File: config.mk
export PLATFORM = sky130hd
export DESIGN_NAME = dac_serial_control_port_flat
export DESIGN_NICKNAME = d
export VERILOG_FILES = /design/src/dac_link_pkg.sv /design/src/dac_link_if.sv /design/src/dac_serial_control_port.sv /design/src/flat_wrapper.sv
export SDC_FILE = /design/constraint.sdc
export NUM_CORES = 1
export LEC_CHECK = 0
export ABC_AREA = 1
export BUFFER_PORTS_ARGS = -buffer_cell sky130_fd_sc_hd__buf_2
export CORE_UTILIZATION = 30
export CTS_BUF_LIST = sky130_fd_sc_hd__clkbuf_4
export CTS_CLUSTER_DIAMETER = 80
export DETAILED_ROUTE_END_ITERATION = 8
export SKIP_LAST_GASP = 1
export SLEW_MARGIN = 30
export SYNTH_ARGS = -nofsm -noshare
export SYNTH_HDL_FRONTEND = slang
export SYNTH_SLANG_ARGS = --single-unit
File: constraint.sdc
create_clock -name clock_in -period 1.8 [get_ports clock_in]
set_input_delay 0.09 -clock clock_in [delete_from_list [all_inputs] [get_ports clock_in]]
set_output_delay 0.09 -clock clock_in [all_outputs]
set_load 0.005 [all_outputs]
File: src/dac_link_pkg.sv
// shared constants for the serial control link of the converter
package dac_link_pkg;
    localparam int FRAME_BITS = 24;
    localparam int ADDR_BITS = 8;
    localparam int DATA_BITS = 16;
    localparam int CODE_BITS = 16;
    localparam logic [4:0] FRAME_COUNT = 5'h18;
    localparam logic [4:0] COUNT_OVER = 5'h19;
    localparam logic [7:0] ADDR_NOP = 8'h00;
    localparam logic [7:0] ADDR_CODE = 8'h01;
    localparam logic [7:0] ADDR_READ = 8'h02;
    localparam logic [7:0] ADDR_CONFIG = 8'h55;
    localparam logic [1:0] SEL_STATUS = 2'h0;
    localparam logic [1:0] SEL_CODE = 2'h1;
    localparam logic [1:0] SEL_CONFIG = 2'h2;
    localparam logic [15:0] CODE_MASK = 16'hffff << (DATA_BITS - CODE_BITS);
    localparam logic [15:0] CONFIG_RESET = 16'h0000;
    localparam logic [15:0] CODE_RESET = 16'h0000;
    localparam int BIT_CLEAR_SELECT = 15;
    localparam int BIT_OVERRANGE = 14;
    localparam int BIT_EXT_RESISTOR = 13;
    localparam int BIT_OUTPUT_ENABLE = 12;
    localparam int SLEW_RATE_HI = 11;
    localparam int SLEW_RATE_LO = 8;
    localparam int SLEW_STEP_HI = 7;
    localparam int SLEW_STEP_LO = 5;
    localparam int BIT_SLEW_ENABLE = 4;
    localparam int BIT_CHAIN_ENABLE = 3;
    localparam int RANGE_HI = 2;
    localparam int RANGE_LO = 0;
    localparam logic [2:0] RANGE_CUR_4_20 = 3'h5;
    localparam logic [2:0] RANGE_CUR_0_20 = 3'h6;
    localparam logic [2:0] RANGE_CUR_0_24 = 3'h7;
    localparam int CLK_PERIOD_NS = 25;
    localparam int SCLK_HALF_NS = 200;
    localparam logic [3:0] HALF_CYCLES =
        4'((SCLK_HALF_NS + CLK_PERIOD_NS - 1) / CLK_PERIOD_NS);
    localparam logic [3:0] REG_TX = 4'h0;
    localparam logic [3:0] REG_CTRL = 4'h4;
    localparam logic [3:0] REG_STATUS = 4'h8;
    localparam logic [3:0] REG_RX = 4'hc;
    localparam int CTRL_START = 0;
    localparam int CTRL_HOLD = 1;
endpackage

File: src/dac_link_if.sv
// serial link wires between host controller and converter port
`timescale 1ns/1ps
`default_nettype none
interface dac_link_if;
    logic sclk;
    logic latch;
    logic serial_in;
    logic serial_out;
    logic serial_out_oe;
    modport device (input sclk, input latch, input serial_in, output serial_out, output serial_out_oe);
    modport host (output sclk, output latch, output serial_in, input serial_out, input serial_out_oe);
endinterface
`default_nettype wire

File: src/dac_serial_control_port.sv
// converter end of the serial control link
//
// Behaviour
// - rising clock shifts input in, msb first
// - shift always; load rise commits last 24 bits
// - free clock: host loads after exact bits
// - burst clock: exact cycles, then load
// - frame starts at edge shifting msb
// - frame invalid unless exactly 24 edges, or at least 24 while chaining
// - chaining only while chain_enable set
// - chained bits leave on falling edge
// - host sends 24 times N, loads once
// - read command then nop shifts register out
// - two low bits select readback register
// - output drive on at read load, off next; stays on while chain_enable set
// - all registers zero at power up
// - address 0x01 writes output code
// - address 0x55 writes configuration
// - enable bit gates outputs, range picks one; range 4 drives neither
// - overrange bit widens voltage range
// - selects external current set resistor
// - slew enable, rate and step fields
// - low three bits range, top clear select
// - range code maps to output kind
//
// Register access over Avalon-MM is this design's own decision.
`timescale 1ns/1ps
`default_nettype none
module dac_serial_control_port (
    input wire logic clock_in,
    input wire logic reset_in,
    dac_link_if.device link,
    output logic [15:0] output_code_out,
    output logic [15:0] config_out,
    output logic output_enable_bit_out,
    output logic overrange_bit_out,
    output logic ext_resistor_select_out,
    output logic slew_enable_out,
    output logic [3:0] slew_update_rate_out,
    output logic [2:0] slew_step_size_out,
    output logic chain_enable_out,
    output logic clear_value_select_out,
    output logic [2:0] range_select_out,
    output logic voltage_active_out,
    output logic current_active_out,
    output logic frame_error_out,
    output logic commit_out
);
    typedef struct packed {
        logic sclk_meta;
        logic sclk_sync;
        logic sclk_prev;
        logic latch_meta;
        logic latch_sync;
        logic latch_prev;
        logic serial_in_meta;
        logic serial_in_sync;
        logic [23:0] shift;
        logic [4:0] edge_count;
        logic [15:0] output_code;
        logic [15:0] config_word;
        logic serial_out;
        logic serial_out_oe;
        logic voltage_active;
        logic current_active;
        logic frame_error;
        logic commit;
    } port_state_s;

    port_state_s state_reg;
    port_state_s state_next;
    logic sclk_rise;
    logic sclk_fall;
    logic latch_rise;
    logic frame_ok;
    logic chain_on;
    logic [7:0] frame_addr;
    logic [15:0] frame_data;
    logic [15:0] config_new;
    logic [15:0] readback;
    logic [2:0] range_new;

    ////////////////////////////////////////////////////////////////////////
    // edge detection on synchronised pins
    assign sclk_rise = state_reg.sclk_sync & ~state_reg.sclk_prev;
    assign sclk_fall = ~state_reg.sclk_sync & state_reg.sclk_prev;
    assign latch_rise = state_reg.latch_sync & ~state_reg.latch_prev;
    assign chain_on = state_reg.config_word[dac_link_pkg::BIT_CHAIN_ENABLE];
    assign frame_addr = state_reg.shift[23:16];
    assign frame_data = state_reg.shift[15:0];

    always_comb begin
        // standalone needs exactly 24 edges, chaining keeps the last 24
        if (chain_on) begin
            frame_ok = state_reg.edge_count >= dac_link_pkg::FRAME_COUNT;
        end else begin
            frame_ok = state_reg.edge_count == dac_link_pkg::FRAME_COUNT;
        end
    end

    always_comb begin
        unique case (frame_data[1:0])
            dac_link_pkg::SEL_STATUS: readback = 16'h0000;
            dac_link_pkg::SEL_CODE: readback = state_reg.output_code;
            dac_link_pkg::SEL_CONFIG: readback = state_reg.config_word;
            default: readback = 16'h0000;
        endcase
    end

    always_comb begin
        config_new = state_reg.config_word;
        if (latch_rise && frame_ok && frame_addr == dac_link_pkg::ADDR_CONFIG) begin
            config_new = frame_data;
        end
    end
    assign range_new = config_new[dac_link_pkg::RANGE_HI:dac_link_pkg::RANGE_LO];

    ////////////////////////////////////////////////////////////////////////
    // next state
    always_comb begin
        state_next = state_reg;
        state_next.sclk_meta = link.sclk;
        state_next.sclk_sync = state_reg.sclk_meta;
        state_next.sclk_prev = state_reg.sclk_sync;
        state_next.latch_meta = link.latch;
        state_next.latch_sync = state_reg.latch_meta;
        state_next.latch_prev = state_reg.latch_sync;
        state_next.serial_in_meta = link.serial_in;
        state_next.serial_in_sync = state_reg.serial_in_meta;
        state_next.commit = 1'b0;
        if (sclk_rise) begin
            // shifting ignores the load level
            state_next.shift = {state_reg.shift[22:0], state_reg.serial_in_sync};
            if (state_reg.edge_count != dac_link_pkg::COUNT_OVER) begin
                state_next.edge_count = state_reg.edge_count + 5'h01;
            end
        end
        if (sclk_fall && state_reg.serial_out_oe) begin
            state_next.serial_out = state_reg.shift[23];
        end
        if (latch_rise) begin
            state_next.edge_count = 5'h00;
            state_next.frame_error = ~frame_ok;
            if (frame_ok) begin
                unique case (frame_addr)
                    dac_link_pkg::ADDR_NOP: begin
                        state_next.commit = 1'b1;
                        state_next.serial_out_oe = chain_on;
                    end
                    dac_link_pkg::ADDR_CODE: begin
                        state_next.commit = 1'b1;
                        state_next.output_code = frame_data & dac_link_pkg::CODE_MASK;
                        state_next.serial_out_oe = chain_on;
                    end
                    dac_link_pkg::ADDR_CONFIG: begin
                        state_next.commit = 1'b1;
                        state_next.config_word = frame_data;
                        state_next.serial_out_oe = frame_data[dac_link_pkg::BIT_CHAIN_ENABLE];
                    end
                    dac_link_pkg::ADDR_READ: begin
                        state_next.commit = 1'b1;
                        // selected value waits in the shift register for the nop frame
                        state_next.shift = {dac_link_pkg::ADDR_NOP, readback};
                        state_next.serial_out = dac_link_pkg::ADDR_NOP[7];
                        state_next.serial_out_oe = 1'b1;
                    end
                    default: begin
                        state_next.commit = 1'b0;
                    end
                endcase
            end
        end
        // enable gates both outputs, range 0-3 picks voltage, 5-7 current, 4 neither
        state_next.voltage_active = config_new[dac_link_pkg::BIT_OUTPUT_ENABLE]
            & ~range_new[dac_link_pkg::RANGE_HI];
        state_next.current_active = config_new[dac_link_pkg::BIT_OUTPUT_ENABLE]
            & (range_new == dac_link_pkg::RANGE_CUR_4_20
            || range_new == dac_link_pkg::RANGE_CUR_0_20
            || range_new == dac_link_pkg::RANGE_CUR_0_24);
    end

    ////////////////////////////////////////////////////////////////////////
    // registers
    always_ff @(posedge clock_in or posedge reset_in) begin
        if (reset_in) begin
            state_reg <= '0;
        end else begin
            state_reg <= state_next;
        end
    end

    ////////////////////////////////////////////////////////////////////////
    // outputs
    assign link.serial_out = state_reg.serial_out;
    assign link.serial_out_oe = state_reg.serial_out_oe;
    assign output_code_out = state_reg.output_code;
    assign config_out = state_reg.config_word;
    assign output_enable_bit_out = state_reg.config_word[dac_link_pkg::BIT_OUTPUT_ENABLE];
    assign overrange_bit_out = state_reg.config_word[dac_link_pkg::BIT_OVERRANGE];
    assign ext_resistor_select_out =
        state_reg.config_word[dac_link_pkg::BIT_EXT_RESISTOR];
    assign slew_enable_out = state_reg.config_word[dac_link_pkg::BIT_SLEW_ENABLE];
    assign slew_update_rate_out =
        state_reg.config_word[dac_link_pkg::SLEW_RATE_HI:dac_link_pkg::SLEW_RATE_LO];
    assign slew_step_size_out =
        state_reg.config_word[dac_link_pkg::SLEW_STEP_HI:dac_link_pkg::SLEW_STEP_LO];
    assign chain_enable_out = chain_on;
    assign clear_value_select_out =
        state_reg.config_word[dac_link_pkg::BIT_CLEAR_SELECT];
    assign range_select_out =
        state_reg.config_word[dac_link_pkg::RANGE_HI:dac_link_pkg::RANGE_LO];
    assign voltage_active_out = state_reg.voltage_active;
    assign current_active_out = state_reg.current_active;
    assign frame_error_out = state_reg.frame_error;
    assign commit_out = state_reg.commit;
endmodule
`default_nettype wire

File: src/flat_wrapper.sv
// flat-port wrapper written by rule: the top's interface ports become plain ports
module dac_serial_control_port_flat 
  (clock_in, reset_in, output_code_out, config_out, output_enable_bit_out, overrange_bit_out, ext_resistor_select_out, slew_enable_out, slew_update_rate_out, slew_step_size_out, chain_enable_out, clear_value_select_out, range_select_out, voltage_active_out, current_active_out, frame_error_out, commit_out, link_sclk, link_latch, link_serial_in, link_serial_out, link_serial_out_oe);
  dac_link_if link_i ();
  input wire logic clock_in;
  input wire logic reset_in;
  output logic [15:0] output_code_out;
  output logic [15:0] config_out;
  output logic output_enable_bit_out;
  output logic overrange_bit_out;
  output logic ext_resistor_select_out;
  output logic slew_enable_out;
  output logic [3:0] slew_update_rate_out;
  output logic [2:0] slew_step_size_out;
  output logic chain_enable_out;
  output logic clear_value_select_out;
  output logic [2:0] range_select_out;
  output logic voltage_active_out;
  output logic current_active_out;
  output logic frame_error_out;
  output logic commit_out;
  input wire logic [$bits(link_i.sclk)-1:0] link_sclk;
  input wire logic [$bits(link_i.latch)-1:0] link_latch;
  input wire logic [$bits(link_i.serial_in)-1:0] link_serial_in;
  output wire logic [$bits(link_i.serial_out)-1:0] link_serial_out;
  output wire logic [$bits(link_i.serial_out_oe)-1:0] link_serial_out_oe;
  assign link_i.sclk = link_sclk;
  assign link_i.latch = link_latch;
  assign link_i.serial_in = link_serial_in;
  assign link_serial_out = link_i.serial_out;
  assign link_serial_out_oe = link_i.serial_out_oe;
  dac_serial_control_port u_core (.clock_in(clock_in), .reset_in(reset_in), .link(link_i), .output_code_out(output_code_out), .config_out(config_out), .output_enable_bit_out(output_enable_bit_out), .overrange_bit_out(overrange_bit_out), .ext_resistor_select_out(ext_resistor_select_out), .slew_enable_out(slew_enable_out), .slew_update_rate_out(slew_update_rate_out), .slew_step_size_out(slew_step_size_out), .chain_enable_out(chain_enable_out), .clear_value_select_out(clear_value_select_out), .range_select_out(range_select_out), .voltage_active_out(voltage_active_out), .current_active_out(current_active_out), .frame_error_out(frame_error_out), .commit_out(commit_out));
endmodule
# Word-level counts from Yosys, hierarchy flattened
# Index checks and enable logic that the tools add are counted.
# totals
input_bits	5
output_inout_bits	54
register_bits	75
elab_cells	72
# op_classes
n_lt_le_gt_ge	1
muxes	17
add_sub_neg	1
eq_ne	10
n_reduce_logical	15
bitwise_logic	10
# ops
cell	count
$mux 63	1
$mux 24	2
$mux 34	1
$mux 16	2
$pmux 16 s2	1
$mux 29	1
$mux 13	1
$eq 3x3->1 const B	3
$reduce_and 3->1	3
$eq 8x1->1 const B	1
$eq 8x2->1 const B	1
$eq 8x7->1 const B	1
$logic_not 8->1	1
$mux 1	6
$add 5x1->5 const B	1
$and 1x1->1	5
$eq 5x5->1 const B	1
$ge 5x5->1 const B	1
$mux 5	1
$ne 5x5->1 const B	1
$not 1->1	5
$reduce_bool 2->1	2
$reduce_or 4->1	1
$logic_and 1x1->1	3
other kinds (7)	8

# Logic depth before layout (Yosys ltp)
# depth
depth_word	9
mapped_depth	10
mapped_depth_nobuf	9

# Least setup slack after synthesis
# OpenSTA, ideal clock, no wires.
# synth_timing
path_kind	register to register
start	register u_core.state_reg, in the netlist u_core.frame_data[0]
end	register u_core.state_reg, in the netlist u_core.frame_data[0]
setup_time_ns	0.083
path_buffers	2
period_less_slack_ns	1.500
path_slack_ns	0.300
stages_incl_launch_ff	9
arrival_time_ns	1.417
required_ns	1.717
path_cell_list	dfrtp_1 -> inv_1 -> ha_1 -> clkbuf_1 -> clkbuf_1 -> nand2_1 -> a21oi_1 -> nand2_1 -> o21ai_0
# synth_rtl
element	line_no	text
start: declaration	dac_serial_control_port.sv:70	port_state_s state_reg;
start signal: assignment	dac_serial_control_port.sv:188	state_reg <= state_next;

# Final worst setup path
# layout_timing
start	register u_core.state_reg[38] in the netlist's numbering
end	register u_core.state_reg, in the netlist u_core.output_code_out[4]
# layout_via
elab_chain_cells	3
elab_cells_between_ends	4
cone_classes	order compare: 1; eq/ne: 1; mux: 1; reduce/logical: 1
# layout_rtl
element	line_no	text
$ge 5x5->1 or $eq 5x5->1 (tied branches)	dac_serial_control_port.sv:95, dac_serial_control_port.sv:97	
$mux 1 (*)	dac_serial_control_port.sv:94	if (chain_on) begin
$reduce_and 3->1 (no source line) (*)	n/a	
# Mark *: on every way between the ends. The rest lies on a longest branch, timed or not.
# A chain may end at the register's enable or synchronous reset.

==> results.sh <==
export IMPL_status="complete, no violations"
export IMPL_grt_usage_pct=12.4
export IMPL_crit_family="simple AND/OR/NAND/NOR gates"
export IMPL_dieWidth_microns=116
export IMPL_period_share_pct=92.2
export IMPL_synth_seq_area_share_pct=48.3
export IMPL_n_fill_cell=1326
export IMPL_fin_hold_ws_ns=0.284
export IMPL_area_growth_pct=9.47
export IMPL_cts_inserted_buffers=9
export IMPL_cts_setup_buffers=0
export IMPL_cts_root_buf="clkbuf_4"
export IMPL_crit_path_frequent_cell="nand2_4"
export IMPL_maxCapViolCount=0
export IMPL_ir_drop_mv=0.374
export IMPL_avgRoutedWirePerCell_microns=12.1
export IMPL_syn_nets=449
export IMPL_fmax_ghz=0.602
export IMPL_place_congestion=0.794
export IMPL_num_vias=2758
export IMPL_clk_latency_ns=0.43
export IMPL_grt_pass1_vias=2622
export IMPL_critical_path_class="flip-flop to flip-flop"
export IMPL_slowest_stage="dfrtp_1"
export IMPL_placed_area_sq_mm=0.00408
export IMPL_rows=41
export IMPL_overflow=0
export IMPL_core_area_sq_mm=0.0126
export IMPL_synth_warnings=0
export IMPL_ys_seq_elements=75
export IMPL_hp_class="input port to asynchronous set/reset pin"
export IMPL_die_area_sq_mm=0.0134
export IMPL_cts_clk_slew_worst_paths_ns=0.12
export IMPL_ant_nets=0
export IMPL_grt_pass1_wl_mm=12.8
export IMPL_path_max_fanout=32
export IMPL_slew_limit_headroom_pct=61.5
export IMPL_min_period_ns=1.66
export IMPL_synthCells=439
export IMPL_grt_max_degree=76
export IMPL_cts_sinks=75
export IMPL_synth_top_cell_area_share_pct=48.3
export IMPL_crit_start="u_core.state_reg[38]"
export IMPL_ctsResizeCount=0
export IMPL_antenna_found_initial=0
export IMPL_start_util_pct=30.8
export IMPL_path_cells="inv_1, ha_1, nand3_1, nand2_4, nand2_4, clkinv_2, nand4_4, buf_12, nand2_1, o21ai_2"
export IMPL_vias_per_cell=4.31
export IMPL_avgSynthCellArea_sq_um=8.84
export IMPL_power_density_mw_per_mm2=810
export IMPL_startpoint_type="flip-flop"
export IMPL_worstMarginPinSlew_ns=0.577
export IMPL_place_hpwl_mm=5.37
export IMPL_final_area_sq_mm=0.00425
export IMPL_path_buf_inv=3
export IMPL_cts_tree="yes"
export IMPL_critPathArrivalTime_ns=2.02
export IMPL_p_leak_nw=2.09
export IMPL_synth_cell_types=30
export IMPL_reg2reg_from="u_core.state_reg[38]"
export IMPL_firstDrtPassIters=4
export IMPL_fin_worst_skew_ns=0.0180
export IMPL_synth_area_sq_mm=0.00388
export IMPL_drtIter0Drc=131
export IMPL_io_buffer_count=58
export IMPL_worst_setup_path_end_kind="flip-flop"
export IMPL_hold_buffers=4
export IMPL_cts_buffer_depth=2
export IMPL_max_stage_delay_ns=0.42
export IMPL_ioPinCount=59
export IMPL_yosysTopAreaCell="dfrtp_1"
export IMPL_drive_gt1_share_pct=28.0
export IMPL_cp_required_ns=2.16
export IMPL_finalPower_w=0.00344
export IMPL_finalWirelength_mm=7.74
export IMPL_setup_viol=0
export IMPL_die_h_microns=116
export IMPL_drcViolationCount=0
export IMPL_rsz0062_at_grt="no"
export IMPL_cts_max_level=3
export IMPL_hold_violations=0
export IMPL_nets=473
export IMPL_tns_ns=0
export IMPL_yosys_top_cells_area="dfrtp_1 (48%), nand2_1 (13%), buf_4 (8.1%)"
export IMPL_diodes=0
export IMPL_final_max_slew_viol_count=0
per-stage QoR:
step	setup WS, ns	instances	utilization, %
2_1_floorplan	0.300	439	-
3_3_place_gp	0.221	620	32.3
3_5_place_dp	0.168	620	32.3
4_1_cts	0.128	640	33.7
5_1_grt	0.0155	640	33.7
6_report	0.140	640	33.7
power breakdown:
group / internal, W / leakage, nW / total (W) / switching, W
registers: 0.00180 / 0.960 / 0.00191 / 0.000101
logic: 0.000176 / 1.06 / 0.000508 / 0.000332
clock network: 0.000418 / 0.0698 / 0.00103 / 0.000611
worst register-to-register path, cell delays in order (launching register included):
cell	delay [ns]
dfrtp_1	0.42
inv_1	0.07
ha_1	0.19
nand3_1	0.12
nand2_4	0.10
nand2_4	0.10
clkinv_2	0.11
nand4_4	0.10
buf_12	0.21
nand2_1	0.12
o21ai_2	0.06
layout make-up:
class	count	area (sq um)	share of cell area, %
timing repair buffer	73	475	11.2
clock buffer	9	67.6	1.59
clock inverter	7	67.6	1.59
inverter	36	140	3.30
multi-input combinational	268	1410	33.1
tap	172	215	5.06
sequential	75	1880	44.2
cell usage in the layout, fill, tap and decap left out, drive strengths merged:
cell	count
nor3b	1
clkbuf	9
inv	34
nand3	7
clkinv	5
nand4	7
nand2	137
nor3	1
a21oi	23
bufinv	1
clkinvlp	3
nor2	20
dfrtp	75
ha	5
dlygate4sd3	4
a211oi	1
o21ai	66
buf	69
routing by layer:
layer	global-route usage, %	share of wire [%]	vias to the layer above
li1	-	-	1400
met4	3.33	0.52	0
met5	0	0	-
met2	20.6	49	55
met1	15.8	46	1299
met3	3.77	4.0	4
logic make-up (layout without fill, tap and decap cells):
kind of cell             Yosys count  after routing  synth area share (%)
buffers and inverters             96            125                  15.5
AO/OA/AOI/OAI                     90             90                  14.5
AND/OR/NAND/NOR                  173            173                  20.1
adder cells (fa/ha/maj)            5              5                  1.61
flip-flops                        75             75                  48.3
path summary, 6_finish.rpt:
check / endpoint / slack (ns) / cells past startpoint
max in group asynchronous: u_core.state_next[72] / 1.16 / 4
worst max-delay path: u_core.output_code_out[4] / 0.14 / 10
worst min-delay path: u_core.output_code_out[4] / 0.28 / 4
min in group clock_in: u_core.state_next[70] / 0.30 / 2
worst min register to register: u_core.state_next[69] / 0.36 / 0
worst max register to register: u_core.output_code_out[4] / 0.14 / 10
synth_stat cells:
| library cell | instances |
|---|---|
| o21ai_1 | 10 |
| clkinv_1 | 1 |
| nand2_2 | 5 |
| a21oi_2 | 1 |
| a21oi_1 | 22 |
| nor3b_4 | 1 |
| buf_2 | 1 |
| nand2_1 | 130 |
| inv_2 | 1 |
| nand4_1 | 6 |
| nor2_8 | 1 |
| clkbuf_1 | 7 |
| nor2_4 | 2 |
| buf_6 | 8 |
| a211oi_1 | 1 |
| nor3_1 | 1 |
| nand3_1 | 6 |
| clkinv_2 | 1 |
| clkbuf_8 | 2 |
| inv_1 | 33 |
| nand2_4 | 2 |
| buf_4 | 42 |
| nand3_4 | 1 |
| nor2_2 | 1 |
| o21ai_2 | 28 |
| o21ai_0 | 28 |
| ha_1 | 5 |
| nor2_1 | 16 |
| dfrtp_1 | 75 |
| nand4_4 | 1 |
(Power assumes the default switching activity.)
